**src/core/scw_pkg.sv**
```systemverilog
// Constants shared by the memory clock and column waveform control block
package scw_pkg;
    // Register word offsets (byte addresses)
    localparam logic [7:0] OFF_REFRESH_CTL = 8'h00;
    localparam logic [7:0] OFF_WAVE01_W0   = 8'h04;
    localparam logic [7:0] OFF_WAVE01_W1   = 8'h08;
    localparam logic [7:0] OFF_WAVE01_W2   = 8'h0C;
    localparam logic [7:0] OFF_WAVE23_W0   = 8'h10;
    localparam logic [7:0] OFF_WAVE23_W1   = 8'h14;
    localparam logic [7:0] OFF_WAVE23_W2   = 8'h18;
    localparam logic [7:0] OFF_BANK_CFG    = 8'h1C;
    localparam logic [7:0] OFF_STATUS      = 8'h20;

    // Refresh control bit positions
    localparam int BIT_SELF_REFRESH = 31;
    localparam int BIT_CLK_APD      = 29;
    localparam int BIT_CKE_APD      = 28;
    localparam int BIT_P23_DB2      = 26;
    localparam int BIT_P23_RUN      = 25;
    localparam int BIT_P01_DB2      = 22;
    localparam int BIT_P01_RUN      = 21;
    localparam int BIT_SDRAM_CKE    = 20;
    localparam int BIT_ROM_DB2      = 18;
    localparam int BIT_ROM_RUN      = 17;
    localparam int BIT_ROM_CKE      = 16;
    localparam int LOW_FIELD_W      = 16;

    // Bank configuration bit positions
    localparam int CFG_P01_DIV  = 0;
    localparam int CFG_P01_HALF = 1;
    localparam int CFG_P23_DIV  = 2;
    localparam int CFG_P23_HALF = 3;
    localparam int CFG_P01_SYNC = 4;
    localparam int CFG_P23_SYNC = 5;
    localparam int CFG_W        = 6;

    // Reset values
    localparam logic [31:0] WAVE01_W0_RST = 32'h5555_5557;
    localparam logic [31:0] WAVE_RST      = 32'h0000_0000;
    localparam logic [31:0] ZERO32        = 32'h0000_0000;

    // Waveform geometry
    localparam int             WAVE_BITS = 96;
    localparam int             IDX_W     = 7;
    localparam logic [IDX_W-1:0] IDX_LAST = 7'h5F;
    localparam logic [IDX_W-1:0] IDX_FIRST = 7'h00;
    localparam int             BURST_W   = 5;

    // Next waveform bit index, rotating past the top bit
    function automatic logic [IDX_W-1:0] wave_next_idx(
        input logic [IDX_W-1:0] idx
    );
        wave_next_idx = (idx == IDX_LAST) ? IDX_FIRST : idx + 7'h01;
    endfunction : wave_next_idx
endpackage : scw_pkg

```
**src/core/scw_ctl.sv**
```systemverilog
// Memory clock gating, self-refresh control and column waveform registers
`timescale 1ns/1ps
module scw_ctl (
    // Clock and reset
    input  wire logic                        sys_clk_i,
    input  wire logic                        arst_n_i,
    // Register port
    input  wire logic [7:0]                  reg_addr_i,
    input  wire logic [31:0]                 reg_wdata_i,
    input  wire logic                        reg_wr_i,
    input  wire logic                        reg_rd_i,
    output logic [31:0]                      reg_rdata_o,
    // Boot strap
    input  wire logic                        sync_rom_boot_strap_i,
    // Bank activity
    input  wire logic                        rom_access_i,
    input  wire logic                        pair01_access_i,
    input  wire logic                        pair23_access_i,
    // Burst requests
    input  wire logic                        pair01_burst_start_i,
    input  wire logic [scw_pkg::BURST_W-1:0] pair01_burst_len_i,
    input  wire logic                        pair23_burst_start_i,
    input  wire logic [scw_pkg::BURST_W-1:0] pair23_burst_len_i,
    // Memory clock and enable control
    output logic [2:0]                       memory_clock_run_o,
    output logic [2:0]                       memory_clock_half_o,
    output logic                             rom_clkenable_o,
    output logic                             sdram_clkenable_o,
    // Self-refresh commands
    output logic                             self_refresh_cmd_o,
    output logic                             self_refresh_exit_o,
    // Strobes
    output logic                             pair01_column_strobe_n_o,
    output logic                             pair01_row_strobe_n_o,
    output logic                             pair23_column_strobe_n_o,
    output logic                             pair23_row_strobe_n_o
);
    // Refresh control fields
    logic                         self_refresh_ctl;
    logic                         clock_auto_powerdown;
    logic                         clkenable_auto_powerdown;
    logic                         pair23_clock_div2;
    logic                         pair23_clock_run;
    logic                         pair01_clock_div2;
    logic                         pair01_clock_run;
    logic                         sdram_clkenable_pin_on;
    logic                         rom_clock_div2;
    logic                         rom_clock_run;
    logic                         rom_clkenable_pin_on;
    logic [scw_pkg::LOW_FIELD_W-1:0] refresh_low;
    logic                         strap_done;
    // Waveform and configuration registers
    logic [31:0]                  wave01 [3];
    logic [31:0]                  wave23 [3];
    logic [scw_pkg::CFG_W-1:0]    dram_bank_config;
    logic                         pair01_busy;
    logic                         pair23_busy;

    // Address decode
    wire logic hit_refresh = (reg_addr_i == scw_pkg::OFF_REFRESH_CTL);
    wire logic hit_w01_0   = (reg_addr_i == scw_pkg::OFF_WAVE01_W0);
    wire logic hit_w01_1   = (reg_addr_i == scw_pkg::OFF_WAVE01_W1);
    wire logic hit_w01_2   = (reg_addr_i == scw_pkg::OFF_WAVE01_W2);
    wire logic hit_w23_0   = (reg_addr_i == scw_pkg::OFF_WAVE23_W0);
    wire logic hit_w23_1   = (reg_addr_i == scw_pkg::OFF_WAVE23_W1);
    wire logic hit_w23_2   = (reg_addr_i == scw_pkg::OFF_WAVE23_W2);
    wire logic hit_cfg     = (reg_addr_i == scw_pkg::OFF_BANK_CFG);
    wire logic hit_status  = (reg_addr_i == scw_pkg::OFF_STATUS);
    wire logic wr_refresh  = reg_wr_i & hit_refresh;

    // Software entry and exit of self-refresh
    wire logic sr_enter = wr_refresh & reg_wdata_i[scw_pkg::BIT_SELF_REFRESH]
                          & ~self_refresh_ctl;
    wire logic sr_exit  = wr_refresh & ~reg_wdata_i[scw_pkg::BIT_SELF_REFRESH]
                          & self_refresh_ctl;

    // Configuration view
    wire logic p01_div  = dram_bank_config[scw_pkg::CFG_P01_DIV];
    wire logic p01_half = dram_bank_config[scw_pkg::CFG_P01_HALF];
    wire logic p23_div  = dram_bank_config[scw_pkg::CFG_P23_DIV];
    wire logic p23_half = dram_bank_config[scw_pkg::CFG_P23_HALF];
    wire logic p01_sync = dram_bank_config[scw_pkg::CFG_P01_SYNC];
    wire logic p23_sync = dram_bank_config[scw_pkg::CFG_P23_SYNC];

    // No new burst while software holds self-refresh
    wire logic p01_start = pair01_burst_start_i & ~self_refresh_ctl;
    wire logic p23_start = pair23_burst_start_i & ~self_refresh_ctl;

    // Clock gating per served bank group
    wire logic rom_clk_on = rom_clock_run
                            & (~clock_auto_powerdown | rom_access_i);
    wire logic p01_clk_on = pair01_clock_run
                            & (~clock_auto_powerdown | pair01_access_i);
    wire logic p23_clk_on = pair23_clock_run
                            & (~clock_auto_powerdown | pair23_access_i);
    assign memory_clock_run_o  = {p23_clk_on, p01_clk_on, rom_clk_on};
    assign memory_clock_half_o = {pair23_clock_div2, pair01_clock_div2,
                                  rom_clock_div2};

    // Clock enable pins; SDRAM enable drops in self-refresh
    assign rom_clkenable_o   = rom_clkenable_pin_on
                               & (~clkenable_auto_powerdown | rom_access_i);
    assign sdram_clkenable_o = sdram_clkenable_pin_on & ~self_refresh_ctl
                               & (~clkenable_auto_powerdown
                                  | pair01_access_i | pair23_access_i);

    // Read views
    wire logic [31:0] refresh_view = {
        self_refresh_ctl, 1'b0, clock_auto_powerdown,
        clkenable_auto_powerdown, 1'b0, pair23_clock_div2,
        pair23_clock_run, 2'b00, pair01_clock_div2, pair01_clock_run,
        sdram_clkenable_pin_on, 1'b0, rom_clock_div2, rom_clock_run,
        rom_clkenable_pin_on, refresh_low};
    wire logic [31:0] cfg_view    = {26'h0000000, dram_bank_config};
    wire logic [31:0] status_view = {29'h00000000, self_refresh_ctl,
                                     pair23_busy, pair01_busy};
    wire logic [31:0] next_rdata  =
        hit_refresh ? refresh_view :
        hit_w01_0   ? wave01[0]    :
        hit_w01_1   ? wave01[1]    :
        hit_w01_2   ? wave01[2]    :
        hit_w23_0   ? wave23[0]    :
        hit_w23_1   ? wave23[1]    :
        hit_w23_2   ? wave23[2]    :
        hit_cfg     ? cfg_view     :
        hit_status  ? status_view  : scw_pkg::ZERO32;

    // Read data one cycle after the strobe
    always_ff @(posedge sys_clk_i or negedge arst_n_i) begin
        if (!arst_n_i) begin
            reg_rdata_o <= scw_pkg::ZERO32;
        end else begin
            reg_rdata_o <= reg_rd_i ? next_rdata : scw_pkg::ZERO32;
        end
    end

    // Refresh control register
    always_ff @(posedge sys_clk_i or negedge arst_n_i) begin
        if (!arst_n_i) begin
            self_refresh_ctl         <= 1'b1;
            clock_auto_powerdown     <= 1'b0;
            clkenable_auto_powerdown <= 1'b0;
            pair23_clock_div2        <= 1'b1;
            pair23_clock_run         <= 1'b0;
            pair01_clock_div2        <= 1'b1;
            pair01_clock_run         <= 1'b0;
            sdram_clkenable_pin_on   <= 1'b0;
            rom_clock_div2           <= 1'b1;
            rom_clock_run            <= 1'b0;
            rom_clkenable_pin_on     <= 1'b0;
            refresh_low              <= 16'h0000;
            strap_done               <= 1'b0;
        end else if (!strap_done) begin
            strap_done           <= 1'b1;
            rom_clock_run        <= sync_rom_boot_strap_i;
            rom_clkenable_pin_on <= sync_rom_boot_strap_i;
        end else if (wr_refresh) begin
            self_refresh_ctl <= reg_wdata_i[scw_pkg::BIT_SELF_REFRESH];
            clock_auto_powerdown <= reg_wdata_i[scw_pkg::BIT_CLK_APD];
            clkenable_auto_powerdown <= reg_wdata_i[scw_pkg::BIT_CKE_APD];
            pair23_clock_div2      <= reg_wdata_i[scw_pkg::BIT_P23_DB2];
            pair23_clock_run       <= reg_wdata_i[scw_pkg::BIT_P23_RUN];
            pair01_clock_div2      <= reg_wdata_i[scw_pkg::BIT_P01_DB2];
            pair01_clock_run       <= reg_wdata_i[scw_pkg::BIT_P01_RUN];
            sdram_clkenable_pin_on <= reg_wdata_i[scw_pkg::BIT_SDRAM_CKE];
            rom_clock_div2         <= reg_wdata_i[scw_pkg::BIT_ROM_DB2];
            rom_clock_run          <= reg_wdata_i[scw_pkg::BIT_ROM_RUN];
            rom_clkenable_pin_on   <= reg_wdata_i[scw_pkg::BIT_ROM_CKE];
            refresh_low <= reg_wdata_i[scw_pkg::LOW_FIELD_W-1:0];
        end
    end

    // Self-refresh command pulses
    always_ff @(posedge sys_clk_i or negedge arst_n_i) begin
        if (!arst_n_i) begin
            self_refresh_cmd_o  <= 1'b0;
            self_refresh_exit_o <= 1'b0;
        end else begin
            self_refresh_cmd_o  <= sr_enter & strap_done;
            self_refresh_exit_o <= sr_exit & strap_done;
        end
    end

    // Waveform and bank configuration registers
    always_ff @(posedge sys_clk_i or negedge arst_n_i) begin
        if (!arst_n_i) begin
            wave01[0]        <= scw_pkg::WAVE01_W0_RST;
            wave01[1]        <= scw_pkg::WAVE_RST;
            wave01[2]        <= scw_pkg::WAVE_RST;
            wave23[0]        <= scw_pkg::WAVE_RST;
            wave23[1]        <= scw_pkg::WAVE_RST;
            wave23[2]        <= scw_pkg::WAVE_RST;
            dram_bank_config <= 6'h00;
        end else if (reg_wr_i) begin
            if (hit_w01_0) wave01[0] <= reg_wdata_i;
            if (hit_w01_1) wave01[1] <= reg_wdata_i;
            if (hit_w01_2) wave01[2] <= reg_wdata_i;
            if (hit_w23_0) wave23[0] <= reg_wdata_i;
            if (hit_w23_1) wave23[1] <= reg_wdata_i;
            if (hit_w23_2) wave23[2] <= reg_wdata_i;
            if (hit_cfg) dram_bank_config <= reg_wdata_i[scw_pkg::CFG_W-1:0];
        end
    end

    // Bank pair 0/1 sequencer
    scw_wave_engine u_pair01 (
        .sys_clk_i         (sys_clk_i),
        .arst_n_i          (arst_n_i),
        .start_i           (p01_start),
        .burst_len_i       (pair01_burst_len_i),
        .sync_mode_i       (p01_sync),
        .clock_div_i       (p01_div),
        .half_width_i      (p01_half),
        .wave_i            ({wave01[2], wave01[1], wave01[0]}),
        .column_strobe_n_o (pair01_column_strobe_n_o),
        .row_strobe_n_o    (pair01_row_strobe_n_o),
        .busy_o            (pair01_busy)
    );

    // Bank pair 2/3 sequencer
    scw_wave_engine u_pair23 (
        .sys_clk_i         (sys_clk_i),
        .arst_n_i          (arst_n_i),
        .start_i           (p23_start),
        .burst_len_i       (pair23_burst_len_i),
        .sync_mode_i       (p23_sync),
        .clock_div_i       (p23_div),
        .half_width_i      (p23_half),
        .wave_i            ({wave23[2], wave23[1], wave23[0]}),
        .column_strobe_n_o (pair23_column_strobe_n_o),
        .row_strobe_n_o    (pair23_row_strobe_n_o),
        .busy_o            (pair23_busy)
    );

    a_strap_load: assert property (@(posedge sys_clk_i) disable iff (!arst_n_i)
        !strap_done |=> rom_clock_run == $past(sync_rom_boot_strap_i)
                        && rom_clkenable_pin_on == rom_clock_run)
        else $error("strap not loaded into ROM run and enable");
    a_selfref_reset: assert property (@(posedge sys_clk_i) disable iff (!arst_n_i)
        !strap_done |-> self_refresh_ctl)
        else $error("self-refresh bit not set after reset");
    a_selfref_cmd: assert property (@(posedge sys_clk_i) disable iff (!arst_n_i)
        strap_done && sr_enter |=> self_refresh_cmd_o && self_refresh_ctl
                                   ##1 !self_refresh_cmd_o)
        else $error("self-refresh command not issued once");
    a_rom_clk_apd: assert property (@(posedge sys_clk_i) disable iff (!arst_n_i)
        clock_auto_powerdown && !rom_access_i |-> !memory_clock_run_o[0])
        else $error("ROM clock running while idle");
    a_pair_clk_apd: assert property (@(posedge sys_clk_i) disable iff (!arst_n_i)
        clock_auto_powerdown && pair01_clock_run && pair01_access_i
        && !pair23_access_i |-> memory_clock_run_o[1] && !memory_clock_run_o[2])
        else $error("pair clock not tied to its own banks");
    a_selfref_block: assert property (@(posedge sys_clk_i) disable iff (!arst_n_i)
        self_refresh_ctl && !pair01_busy && !pair23_busy
        |=> !pair01_busy && !pair23_busy)
        else $error("burst started during self-refresh");
    a_wave_reset: assert property (@(posedge sys_clk_i) disable iff (!arst_n_i)
        !strap_done |-> wave01[0] == scw_pkg::WAVE01_W0_RST)
        else $error("boot waveform reset value wrong");
    a_half_override: assert property (@(posedge sys_clk_i) disable iff (!arst_n_i)
        p01_start && !pair01_busy && !p01_sync && p01_half && !p01_div
        && pair01_burst_len_i != 5'h00 |=> !pair01_row_strobe_n_o [*3])
        else $error("half-width burst ended too early");
endmodule : scw_ctl

```
**src/core/scw_wave_engine.sv**
```systemverilog
// Column and row strobe sequencer for one bank pair
`timescale 1ns/1ps
module scw_wave_engine (
    // Clock and reset
    input  wire logic                        sys_clk_i,
    input  wire logic                        arst_n_i,
    // Burst request
    input  wire logic                        start_i,
    input  wire logic [scw_pkg::BURST_W-1:0] burst_len_i,
    input  wire logic                        sync_mode_i,
    input  wire logic                        clock_div_i,
    input  wire logic                        half_width_i,
    input  wire logic [scw_pkg::WAVE_BITS-1:0] wave_i,
    // Strobes
    output logic                             column_strobe_n_o,
    output logic                             row_strobe_n_o,
    output logic                             busy_o
);
    typedef enum logic {SCW_IDLE = 1'b0, SCW_RUN = 1'b1} scw_eng_state_t;

    scw_eng_state_t                state;
    logic [scw_pkg::IDX_W-1:0]     idx;
    logic                          phase;
    logic                          prev_bit;
    logic                          seen_low;
    logic [scw_pkg::BURST_W-1:0]   pulses;
    logic [scw_pkg::BURST_W-1:0]   len;

    wire logic slow       = ~sync_mode_i & (clock_div_i | half_width_i);
    wire logic running    = (state == SCW_RUN);
    wire logic cur_bit    = wave_i[idx];
    wire logic step       = ~slow | phase;
    // Counted on the last cycle of the rising bit
    wire logic pulse_end  = running & cur_bit & ~prev_bit & step;
    wire logic last_pulse = pulse_end & (pulses + 5'h01 == len);
    wire logic col_level  = (sync_mode_i & seen_low) ? 1'b0 : cur_bit;

    assign column_strobe_n_o = running ? col_level : 1'b1;
    assign row_strobe_n_o    = ~running;
    assign busy_o            = running;

    always_ff @(posedge sys_clk_i or negedge arst_n_i) begin
        if (!arst_n_i) begin
            state    <= SCW_IDLE;
            idx      <= scw_pkg::IDX_FIRST;
            phase    <= 1'b0;
            prev_bit <= 1'b1;
            seen_low <= 1'b0;
            pulses   <= 5'h00;
            len      <= 5'h00;
        end else begin
            unique case (state)
                SCW_IDLE: begin
                    if (start_i) begin
                        state    <= SCW_RUN;
                        idx      <= scw_pkg::IDX_FIRST;
                        phase    <= 1'b0;
                        prev_bit <= 1'b1;
                        seen_low <= 1'b0;
                        pulses   <= 5'h00;
                        len      <= burst_len_i;
                    end
                end
                SCW_RUN: begin
                    if (step) begin
                        prev_bit <= cur_bit;
                    end
                    if (!cur_bit) begin
                        seen_low <= 1'b1;
                    end
                    phase <= slow & ~phase;
                    if (step) begin
                        idx <= scw_pkg::wave_next_idx(idx);
                    end
                    if (pulse_end) begin
                        pulses <= pulses + 5'h01;
                    end
                    if (last_pulse) begin
                        state <= SCW_IDLE;
                    end
                end
            endcase
        end
    end

    a_row_on_start: assert property (@(posedge sys_clk_i) disable iff (!arst_n_i)
        !running && start_i |=> !row_strobe_n_o && idx == scw_pkg::IDX_FIRST)
        else $error("row strobe not asserted at burst start");
    a_row_release: assert property (@(posedge sys_clk_i) disable iff (!arst_n_i)
        last_pulse |=> row_strobe_n_o)
        else $error("row strobe held after final pulse");
    a_wave_rotate: assert property (@(posedge sys_clk_i) disable iff (!arst_n_i)
        running && step && !last_pulse && idx == scw_pkg::IDX_LAST
        |=> idx == scw_pkg::IDX_FIRST)
        else $error("waveform index did not rotate");
    a_slow_bit_hold: assert property (@(posedge sys_clk_i) disable iff (!arst_n_i)
        running && slow && !phase && !last_pulse |=> $stable(idx) ##1 idx != $past(idx))
        else $error("slow bit did not last two cycles");
    a_sync_one_cycle: assert property (@(posedge sys_clk_i) disable iff (!arst_n_i)
        running && sync_mode_i && !last_pulse |=> idx != $past(idx))
        else $error("sync bit lasted more than one cycle");
endmodule : scw_wave_engine

```
**config.mk**
```make
export PLATFORM = sky130hd
export DESIGN_NAME = scw_ctl
export DESIGN_NICKNAME = d
export VERILOG_FILES = /design/src/core/scw_pkg.sv /design/src/core/scw_ctl.sv /design/src/core/scw_wave_engine.sv
export SDC_FILE = /design/constraint.sdc
export NUM_CORES = 1
export LEC_CHECK = 0
export BUFFER_PORTS_ARGS = -buffer_cell sky130_fd_sc_hd__buf_2
export CAP_MARGIN = 15
export CORE_ASPECT_RATIO = 1.1
export CORE_MARGIN = 1
export CORE_UTILIZATION = 60
export DETAILED_ROUTE_END_ITERATION = 16
export GPL_TIMING_DRIVEN = 0
export MAX_ROUTING_LAYER = met4
export PLACE_DENSITY = 0.79
export SLEW_MARGIN = 30
export SYNTH_ARGS = -nofsm -noshare
export SYNTH_HDL_FRONTEND = slang
export SYNTH_HIERARCHICAL = 1
export SYNTH_SLANG_ARGS = --single-unit
```
**constraint.sdc**
```tcl
create_clock -name sys_clk_i -period 3.51 [get_ports sys_clk_i]
set_input_delay 0.702 -clock sys_clk_i [delete_from_list [all_inputs] [get_ports sys_clk_i]]
set_output_delay 0.702 -clock sys_clk_i [all_outputs]
set_load 0.1 [all_outputs]
```
Word level (Yosys, flattened, before mapping)
Cells that the tools add are included.
Widths: inputs -> output; s select.
{"block": "op_classes", "n_eq_ne": 21, "reduce_logical": 17, "muxes": 56, "bitwise": 53, "add_sub_neg": 4, "magnitude_cmp": 2}
{"op": "$mux 32", "n": 8}
{"op": "$mux 7", "n": 6}
{"op": "$eq 8x5->1 const B", "n": 4}
{"op": "$reduce_and 2->1", "n": 16}
{"op": "$and 1x1->1", "n": 29}
{"op": "$pmux 7 s2", "n": 2}
{"op": "$mux 1", "n": 22}
{"op": "$mux 5", "n": 4}
{"op": "$pmux 5 s2", "n": 2}
{"op": "$eq 8x4->1 const B", "n": 2}
{"op": "$lt 7x8->1 const B", "n": 2}
{"op": "$pmux 1 s2", "n": 8}
{"op": "$add 7x1->7 const B", "n": 2}
{"op": "$bmux 1 s7", "n": 2}
{"op": "$eq 7x7->1 const B", "n": 2}
{"op": "$not 1->1", "n": 14}
{"op": "$ne 2x2->1 const B", "n": 6}
{"op": "$add 5x1->5 const B", "n": 2}
{"op": "$eq 5x5->1", "n": 2}
{"op": "$or 1x1->1", "n": 10}
{"op": "$eq 8x3->1 const B", "n": 1}
{"op": "$eq 8x6->1 const B", "n": 1}
{"op": "$logic_not 8->1", "n": 1}
{"op": "$mux 6", "n": 1}
{"op": "other kinds (2)", "n": 4}
{"block": "word_totals", "register_bits": 302, "inputBits": 60, "elab_cells": 190}

Longest topological paths before layout
Gate-level depths: netlist of the first run.
{"block": "depth", "depth_word": 11, "ltp_mapped": 8, "ltp_nobuf": 6}

Modules after synthesis
The synthesis of the first run kept the hierarchy.
{"module": "scw_ctl", "instances": 1, "cells_per_inst": 874, "area_each_um2": 11857.6}
{"module": "scw_wave_engine", "instances": 2, "cells_per_inst": 181, "area_each_um2": 2016.9}

Worst setup path before layout of the first run
Ideal clock, no wire load.
{"block": "synth_path", "path_kind": "input to output", "from": "input port pair01_access_i", "to": "output port sdram_clkenable_o", "path_stages": 2, "arrival_time_ps": 3202, "setup_slack_ps": -394, "required_time_ps": 2808, "path_buffers": 0, "cell_sequence": "inv_1 > a311oi_1"}
{"block": "synth_via", "elab_chain_len": 3}
{"element": "from (decl)", "line_no": "scw_ctl.sv:17", "source": "input wire logic pair01_access_i,"}
{"element": "$or 1x1->1 (2 in a row)", "line_no": "scw_ctl.sv:105", "source": "| pair01_access_i | pair23_access_i);"}
{"element": "$and 1x1->1", "line_no": "scw_ctl.sv:104", "source": "& (~clkenable_auto_powerdown"}
{"element": "to (decl)", "line_no": "scw_ctl.sv:28", "source": "output logic sdram_clkenable_o,"}
Every way passes these cells.

Worst setup path in the final report of the first run
{"block": "layout_path", "from": "register u_pair01/idx[0] in the netlist's numbering", "to": "output port pair01_column_strobe_n_o"}
{"block": "layout_via", "elab_chain_len": 4}
{"element": "from (decl)", "line_no": "scw_wave_engine.sv:22", "source": "logic [scw_pkg::IDX_W-1:0] idx;"}
{"element": "from (signal assigned)", "line_no": "scw_wave_engine.sv:45", "source": "idx <= scw_pkg::IDX_FIRST;"}
{"element": "from (signal assigned)", "line_no": "scw_wave_engine.sv:56", "source": "idx <= scw_pkg::IDX_FIRST;"}
{"element": "from (signal assigned)", "line_no": "scw_wave_engine.sv:73", "source": "idx <= scw_pkg::wave_next_idx(idx);"}
{"element": "$bmux 1 s7", "line_no": "scw_wave_engine.sv:31", "source": "wire logic cur_bit = wave_i[idx];"}
{"element": "$mux 1 (implied by the code)", "line_no": "scw_wave_engine.sv:31"}
{"element": "$mux 1", "line_no": "scw_wave_engine.sv:36", "source": "wire logic col_level = (sync_mode_i & seen_low) ? 1'b0 : cur_bit;"}
{"element": "$mux 1", "line_no": "scw_wave_engine.sv:38", "source": "assign column_strobe_n_o = running ? col_level : 1'b1;"}
{"element": "to (decl)", "line_no": "scw_ctl.sv:33", "source": "output logic pair01_column_strobe_n_o,"}
Every way passes these cells. The select of a mux whose other input is x is not followed.

==> results.toml, run 1 <==
[logic_synthesis]
postSynth.topFlopCell = "sky130_fd_sc_hd__dfrtp_1"
yosysWarningCount = 6
syn-cell-area_um2 = 15890
edff_count_synth = 0
post_synth_xor_area_fraction_pct = 0.8818
yosysSeqAreaShare_pct = 47.74
area_share_of_and_or_nand_nor_cells_after_synthesis_pct = 7.228
synth_top_family_by_area = "multiplexers"
synth-compound-area-share_pct = 9.795
netlist-cell-type-count = 72
yosys_register_bits = 302
mappedNetlistNets = 1300
share_of_synthesized_registers_carrying_an_async_set_or_reset_pct = 100.0
mux_cell_area_share_after_synthesis_pct = 30.05
adder_cell_fraction_of_synth_area_pct = 0.3149
synthesis.instances = 1236
avgSynthCellArea_um2 = 12.86

[setup_path]
critical_path.startpoint_type = "flip-flop"
critPathCaptureType = "primary output"
timing.critical_path.buf_inv = 3
worst-setup-path-type = "flip-flop to primary output"
required_ns = 2.81
path_max_fanout = 5
cpLargestDelayFamily = "multiplexers"
max_stage_delay_ns = 0.61
timing.critical_path.slowest_stage_cell = "sky130_fd_sc_hd__mux4_2"
timing.critical_path.cells = "buf_6 > buf_12 > mux4_2 > mux2i_1 > o22a_1 > a31o_4 > nand3_4 > a21o_1 > buf_12"
cpMostUsedCell = "sky130_fd_sc_hd__buf_12"
crit_arrival_ns = 2.99

[floorplanning]
die_height_um = 172.7
die-area_um2 = 27140
core-area_um2 = 26070
fp.dieW_um = 157.2
initial_utilization_pct = 60.97
boundaryPins = 106
floorplan.rows = 62

[route]
drt_wl_total_mm = 50.36
postRouteAntennaNets = 0
via_count = 12220
drc_violations_left = 0
highest_layer = "met4"
m1WireLength_mm = 18.93
met2WireLength_mm = 22.21
drt_first_pass_iters = 6
vias_per_cell = 6.894
met3_length_mm = 5.690
wl_per_cell_um = 28.42
drt_iter0_drc = 1334

[power_and_ir_drop]
total_leakage_power_uw = 0.008818
vdd_ir_drop_max_mv = 0.5139
power_density_nw_per_um2 = 631.1

[timing]
setup_repair_after_global_routing_missed_its_margin = "yes"
finalCriticalPeriod_ns = 3.688
timing.clock.skew_ns = 0.01689
finalSetupTns_ns = -0.2644
timing.final.max_slew_violations = 0
maxClockFrequency_mhz = 271.2
timing.final.ws_setup_ns = -0.1780
timing_hold_violations_final = 0
worst_slew_margin_rel_pct = 33.14
final_min_period_over_clock_period_pct = 105.1
timing.final.setup_violations = 2
max_slew.worst_pin.slew_ns = 0.9952

[cts]
cts.sinks = 302
clk-insertion-delay-late_ns = 0.58
worst_setup_hold_path_clk_slew_ns = 0.07
cts_tree = "built"
cts-htree-levels = 1
numCtsBuffers = 31
root_buffer = "sky130_fd_sc_hd__clkbuf_16"
longest_clk_path_bufs = 3

[global_routing]
antenna_found_initial = 1
pin_count_of_the_biggest_net_entering_global_routing = 85
grt_usage_pct = 38.79
first_global_vias = 11990
gr-total-overflow = 0
grt_first_pass_wirelength_mm = 74.83

[cells_and_area]
layout.cells.most_common_list = "279 x sky130_fd_sc_hd__dfrtp_1, 242 x sky130_fd_sc_hd__mux2_2, 130 x sky130_fd_sc_hd__buf_2"
design.final.nets = 1458
multi_input_gate_area_um2 = 7772
final_core_util_pct = 70.84
area_delta_synth_final_pct = 16.20
layout-drive-gt1-share_pct = 41.93
register_area_um2 = 7586
nFillCells = 1890
final_common_cell = "sky130_fd_sc_hd__dfrtp_1"

[placement]
pre_cts_ws_ns = 0.06489
hpwl_mm = 34.74
port_buffers = 100
routabilityCongestion = 0.9894

[status]
run_status = "finished with violations"
failed_checks = "negative setup slack"

[min_path]
hold_path_class = "input port to flip-flop"

[job]
cap_violations = 0
## repair_timing
item	CTS	global route
pin swaps	9	9
setup endpoints to repair	2	2
hold endpoints to repair	7	0
resized for setup	48	8
cloned	2	0
buffers inserted	10	8
hold buffers	1	0
## synth_stat cells (18+ instances only)
cell type	instances	share of area, %
sky130_fd_sc_hd__mux2_4	20	1.9
sky130_fd_sc_hd__buf_2	37	1.2
sky130_fd_sc_hd__mux2i_1	56	3.5
sky130_fd_sc_hd__dfstp_2	23	3.8
sky130_fd_sc_hd__nand2_1	88	2.1
sky130_fd_sc_hd__buf_4	21	0.99
sky130_fd_sc_hd__mux2_2	246	17
sky130_fd_sc_hd__a22oi_1	34	1.6
sky130_fd_sc_hd__nand3_1	22	0.69
sky130_fd_sc_hd__o21ai_0	47	1.5
sky130_fd_sc_hd__nor2_1	20	0.47
sky130_fd_sc_hd__a21oi_1	25	0.79
sky130_fd_sc_hd__mux4_1	26	4.3
sky130_fd_sc_hd__dfrtp_1	279	44
sky130_fd_sc_hd__clkbuf_1	18	0.43
## sequential cells by signal, indices dropped and copies added (netlist names), 6 cells and up
signal            flops
dram_bank_config      6
refresh_low          16
wave23               96
reg_rdata_o          32
u_pair01/idx          7
wave01               96
u_pair23/idx          7
## per-layer routing
metal  global-route usage, %  vias up
li1                        -     4954
met3                   8.296      234
met4                   21.12        0
met5                       -        -
met2                   56.12      887
met1                   51.10     6141
## path summary, 6_finish.rpt
| kind | endpoint | cells past startpoint | slack [ns] | start |
|---|---|---|---|---|
| max in group asynchronous | wave01[90]$_DFFE_PN1P_ | 4 | 1.80 | arst_n_i |
| worst min-delay path | u_pair01/len[1]$_DFFE_PN0P_ | 2 | 0.35 | pair01_burst_len_i[1] |
| worst min register to register | u_pair23/phase$_DFFE_PN0P_ | 1 | 0.50 | u_pair23/phase$_DFFE_PN0P_ |
| min in group asynchronous | u_pair01/len[4]$_DFFE_PN0P_ | 2 | 0.58 | arst_n_i |
| worst max register to register | u_pair01/pulses[2]$_DFFE_PN0P_ | 10 | 0.69 | u_pair01/idx[0]$_DFFE_PN0P_ |
| worst max-delay path | pair01_column_strobe_n_o | 9 | -0.18 | u_pair01/idx[0]$_DFFE_PN0P_ |
## layout make-up
cell class	instances	area share, %
Multi-Input combinational cell	824	42.09
Sequential cell	302	41.08
Clock buffer	41	4.784
Timing Repair Buffer	125	4.743
Buffer	91	3.191
Tap cell	352	2.385
Clock inverter	17	1.321
Inverter	19	0.3862
Antenna cell	1	0.01355
## where the power goes
| part | leakage, uW | switching (uW) | internal, uW | total, uW |
|---|---|---|---|---|
| registers | 0.00401 | 317 | 3830 | 4150 |
| logic | 0.00425 | 2200 | 1670 | 3870 |
| clock network | 0.000557 | 1440 | 2200 | 3640 |
## cells by family after synthesis
group | count (synthesis)
XOR/XNOR | 16
buffers and inverters | 110
AND/OR/NAND/NOR | 211
multiplexers | 377
adder cells (fa/ha/maj) | 4
AO/OA/AOI/OAI | 215
flip-flops | 302
other | 1
## per-stage QoR
| stage | std cells | power, uW | instance area [um^2] | hold slack, ns |
|---|---|---|---|---|
| 4_1_cts | 1763 | 11460 | 18390 | 0.3426 |
| 3_3_place_gp | 1688 | 7247 | 16840 | 0.4690 |
| 2_1_floorplan | 1236 | 6400 | 15900 | 0.4064 |
| 3_5_place_dp | 1692 | 7346 | 16960 | 0.4781 |
| 6_report | 1772 | 11650 | 18470 | 0.3490 |
| 5_1_grt | 1772 | 12010 | 18470 | 0.3563 |
Power figures use the tool's default switching activity.
==> run 2, diff against run 1 <==
--- a/config.mk
+++ b/config.mk
@@ -17,5 +17,4 @@
 export SLEW_MARGIN = 30
 export SYNTH_ARGS = -nofsm -noshare
 export SYNTH_HDL_FRONTEND = slang
-export SYNTH_HIERARCHICAL = 1
 export SYNTH_SLANG_ARGS = --single-unit
==> results.toml, run 2 <==
[floorplanning]
fp.dieW_um = 150.8
core-area_um2 = 23770
initial_utilization_pct = 61.44
boundaryPins = 106
floorplan.rows = 59
die_height_um = 165.6
die-area_um2 = 24970

[cts]
worst_setup_hold_path_clk_slew_ns = 0.06
cts-htree-levels = 1
numCtsBuffers = 30
cts_tree = "built"
clk-insertion-delay-late_ns = 0.56
postCtsHoldBufs = 0
cts.sinks = 302
root_buffer = "sky130_fd_sc_hd__clkbuf_16"
longest_clk_path_bufs = 3

[logic_synthesis]
yosysSeqAreaShare_pct = 51.94
avgSynthCellArea_um2 = 13.17
postSynth.topFlopCell = "sky130_fd_sc_hd__dfrtp_1"
synth_area_leaders = "sky130_fd_sc_hd__dfrtp_1 48%, sky130_fd_sc_hd__mux2_2 19%, sky130_fd_sc_hd__mux4_2 4.2%, sky130_fd_sc_hd__dfstp_2 4.1%, sky130_fd_sc_hd__a222oi_1 2.5%"
synth_common_cells = "279 x sky130_fd_sc_hd__dfrtp_1, 240 x sky130_fd_sc_hd__mux2_2, 88 x sky130_fd_sc_hd__nand2_1"
synthesis.instances = 1109
synth.most_common_cell = "sky130_fd_sc_hd__dfrtp_1"
netlist-cell-type-count = 68
synth_area_leader_cell = "sky130_fd_sc_hd__dfrtp_1"
share_of_synthesized_registers_carrying_an_async_set_or_reset_pct = 100.0
yosysWarningCount = 0
yosys_register_bits = 302
mappedNetlistNets = 1173
edff_count_synth = 0
netlist.area_leader.share_pct = 47.80
syn-cell-area_um2 = 14610

[setup_path]
worst-setup-path-type = "flip-flop to primary output"
timing.critical_path.buf_inv = 3
cpLargestDelayFamily = "multiplexers"
critPathCaptureType = "primary output"
critical_path.startpoint_type = "flip-flop"
crit_arrival_ns = 3.08
timing.critical_path.cells = "buf_12 > buf_12 > mux4_4 > mux2i_4 > mux4_2 > nor4_4 > nor3_2 > o21ai_2 > buf_12"
rrSetupSlack_ns = 0.71
required_ns = 2.81
timing.critical_path.slowest_stage_cell = "sky130_fd_sc_hd__mux4_2"
max_stage_delay_ns = 0.51
path_max_fanout = 6
worstSetupPathDepth = 9
cpMostUsedCell = "sky130_fd_sc_hd__buf_12"
r2r.worst_path.cells = 11

[global_routing]
grt_first_pass_wirelength_mm = 67.47
antenna_found_initial = 0
globalRouteMet3Util_pct = 7.190
first_global_vias = 11130
globalRoute.busiestLayer = "met2"
grt_use_met2_pct = 56.36
groute.layer.met1.usage_pct = 49.67
pin_count_of_the_biggest_net_entering_global_routing = 90
grt_usage_pct = 37.69
gr-total-overflow = 0

[cells_and_area]
area_delta_synth_final_pct = 15.92
design.final.nets = 1318
final_common_cell = "sky130_fd_sc_hd__dfrtp_1"
layout.cells.most_common_list = "278 x sky130_fd_sc_hd__dfrtp_1, 240 x sky130_fd_sc_hd__mux2_2, 107 x sky130_fd_sc_hd__buf_2"
antenna_cells = 0
layout-drive-gt1-share_pct = 40.96
reg.largest.list = "wave01: 96 flops, wave23: 96 flops, reg_rdata_o: 32 flops"

[placement]
pre_cts_ws_ns = -0.4730
port_buffers = 103
hpwl_mm = 30.22
routabilityCongestion = 0.9841

[power_and_ir_drop]
total_leakage_power_uw = 0.008001
power_density_nw_per_um2 = 637.0
vdd_ir_drop_max_mv = 0.4670

[timing]
max_slew.worst_pin.slew_ns = 1.013
setup_repair_after_global_routing_missed_its_margin = "yes"
timing.clock.skew_ns = 0.01169
finalCriticalPeriod_ns = 3.778
timing.final.setup_violations = 2
worst_slew_margin_rel_pct = 32.46
timing.final.max_slew_violations = 0
timing.final.ws_setup_ns = -0.2680
timing_hold_violations_final = 0
worst_hold_slack_ns = 0.05058
final_min_period_over_clock_period_pct = 107.6
maxClockFrequency_mhz = 264.7

[route]
drc_violations_left = 0
via_count = 11040
drt_iter0_drc = 1656
postRouteAntennaNets = 0
drt_wl_total_mm = 44.22
drt_first_pass_iters = 8
vias_per_cell = 6.979
wl_per_cell_um = 27.95

[job]
cap_violations = 0

[min_path]
hold_path_class = "input port to asynchronous set/reset pin"

[status]
run_status = "finished with violations"
failed_checks = "negative setup slack"
-- run 2: cell count changes after synthesis, moves of 14 or more --
cell	before	now
sky130_fd_sc_hd__a222oi_1	5	37
sky130_fd_sc_hd__a22oi_1	34	12
sky130_fd_sc_hd__a31oi_1	3	25
sky130_fd_sc_hd__buf_2	37	11
sky130_fd_sc_hd__buf_4	21	7
sky130_fd_sc_hd__clkbuf_1	18	36
sky130_fd_sc_hd__mux2_1	17	0
sky130_fd_sc_hd__mux2_4	20	0
sky130_fd_sc_hd__mux2i_1	56	31
sky130_fd_sc_hd__mux4_1	26	10
sky130_fd_sc_hd__mux4_2	12	27
sky130_fd_sc_hd__o21ai_0	47	16
-- run 2: logic make-up after synthesis --
family / after synthesis / share of synthesized area [%]
xor+xnor: 17 / 1.019
simple gates: 188 / 6.048
flops: 302 / 51.94
buf+inv: 96 / 3.247
mux: 315 / 27.79
other cells: 1 / 0.02568
fa+ha+maj: 4 / 0.3427
compound gates: 186 / 9.586
-- run 2: routing by layer --
layer  vias up  routed length, um
met5         -                  0
met4         0               2383
met3       171               4883
met2       787              20700
met1      5574              16260
li1       4509                  -
-- run 2: layout make-up --
class / instances / area, um^2
Buffer: 79 / 469.2
Clock buffer: 45 / 918.4
Clock inverter: 10 / 133.9
Fill cell: 1611 / 6840
Inverter: 16 / 60.06
Multi-Input combinational cell: 711 / 6634
Sequential cell: 302 / 7587
Tap cell: 305 / 381.6
Timing Repair Buffer: 114 / 745.7
-- run 2: final timing paths --
path	from	to
worst min-delay path	arst_n_i	wave23[16]$_DFFE_PN0P_
worst max-delay path	u_pair01.idx[0]$_DFFE_PN0P_	pair01_column_strobe_n_o
worst max register to register	u_pair01.idx[0]$_DFFE_PN0P_	u_pair01.pulses[2]$_DFFE_PN0P_
max in group asynchronous	arst_n_i	u_pair01.prev_bit$_DFFE_PN1P_
min in group sys_clk_i	pair01_burst_len_i[0]	u_pair01.len[0]$_DFFE_PN0P_
worst min register to register	u_pair01.prev_bit$_DFFE_PN1P_	u_pair01.prev_bit$_DFFE_PN1P_
-- run 2: power by group --
part | internal, uW | leakage, uW | total, uW | switching [uW]
clock | 2020 | 0.000515 | 3390 | 1370
combinational | 1390 | 0.00346 | 3250 | 1860
sequential | 3820 | 0.00402 | 4150 | 323
total | 7230 | 0.00800 | 10800 | 3560
-- run 2: per-stage QoR --
stage	area, um^2	setup TNS [ns]	util, %	std cells	total power (uW)
after global placement	15520	-1118.66	65.28	1517	6926
final	16930	-0.5125	71.22	1582	10780
after CTS	16910	-0.5528	71.14	1582	10720
after detailed placement	15640	-20.06	65.79	1521	7019
after global routing	16930	-0.6584	71.22	1582	11160
after floorplan	14620	0	-	1109	6172
-- run 2: repair_timing --
item,in CTS,in global routing
gates resized for setup,45,13
setup buffers,6,0
gates cloned,1,0
pin swaps,4,1
endpoints found under the setup margin,2,25
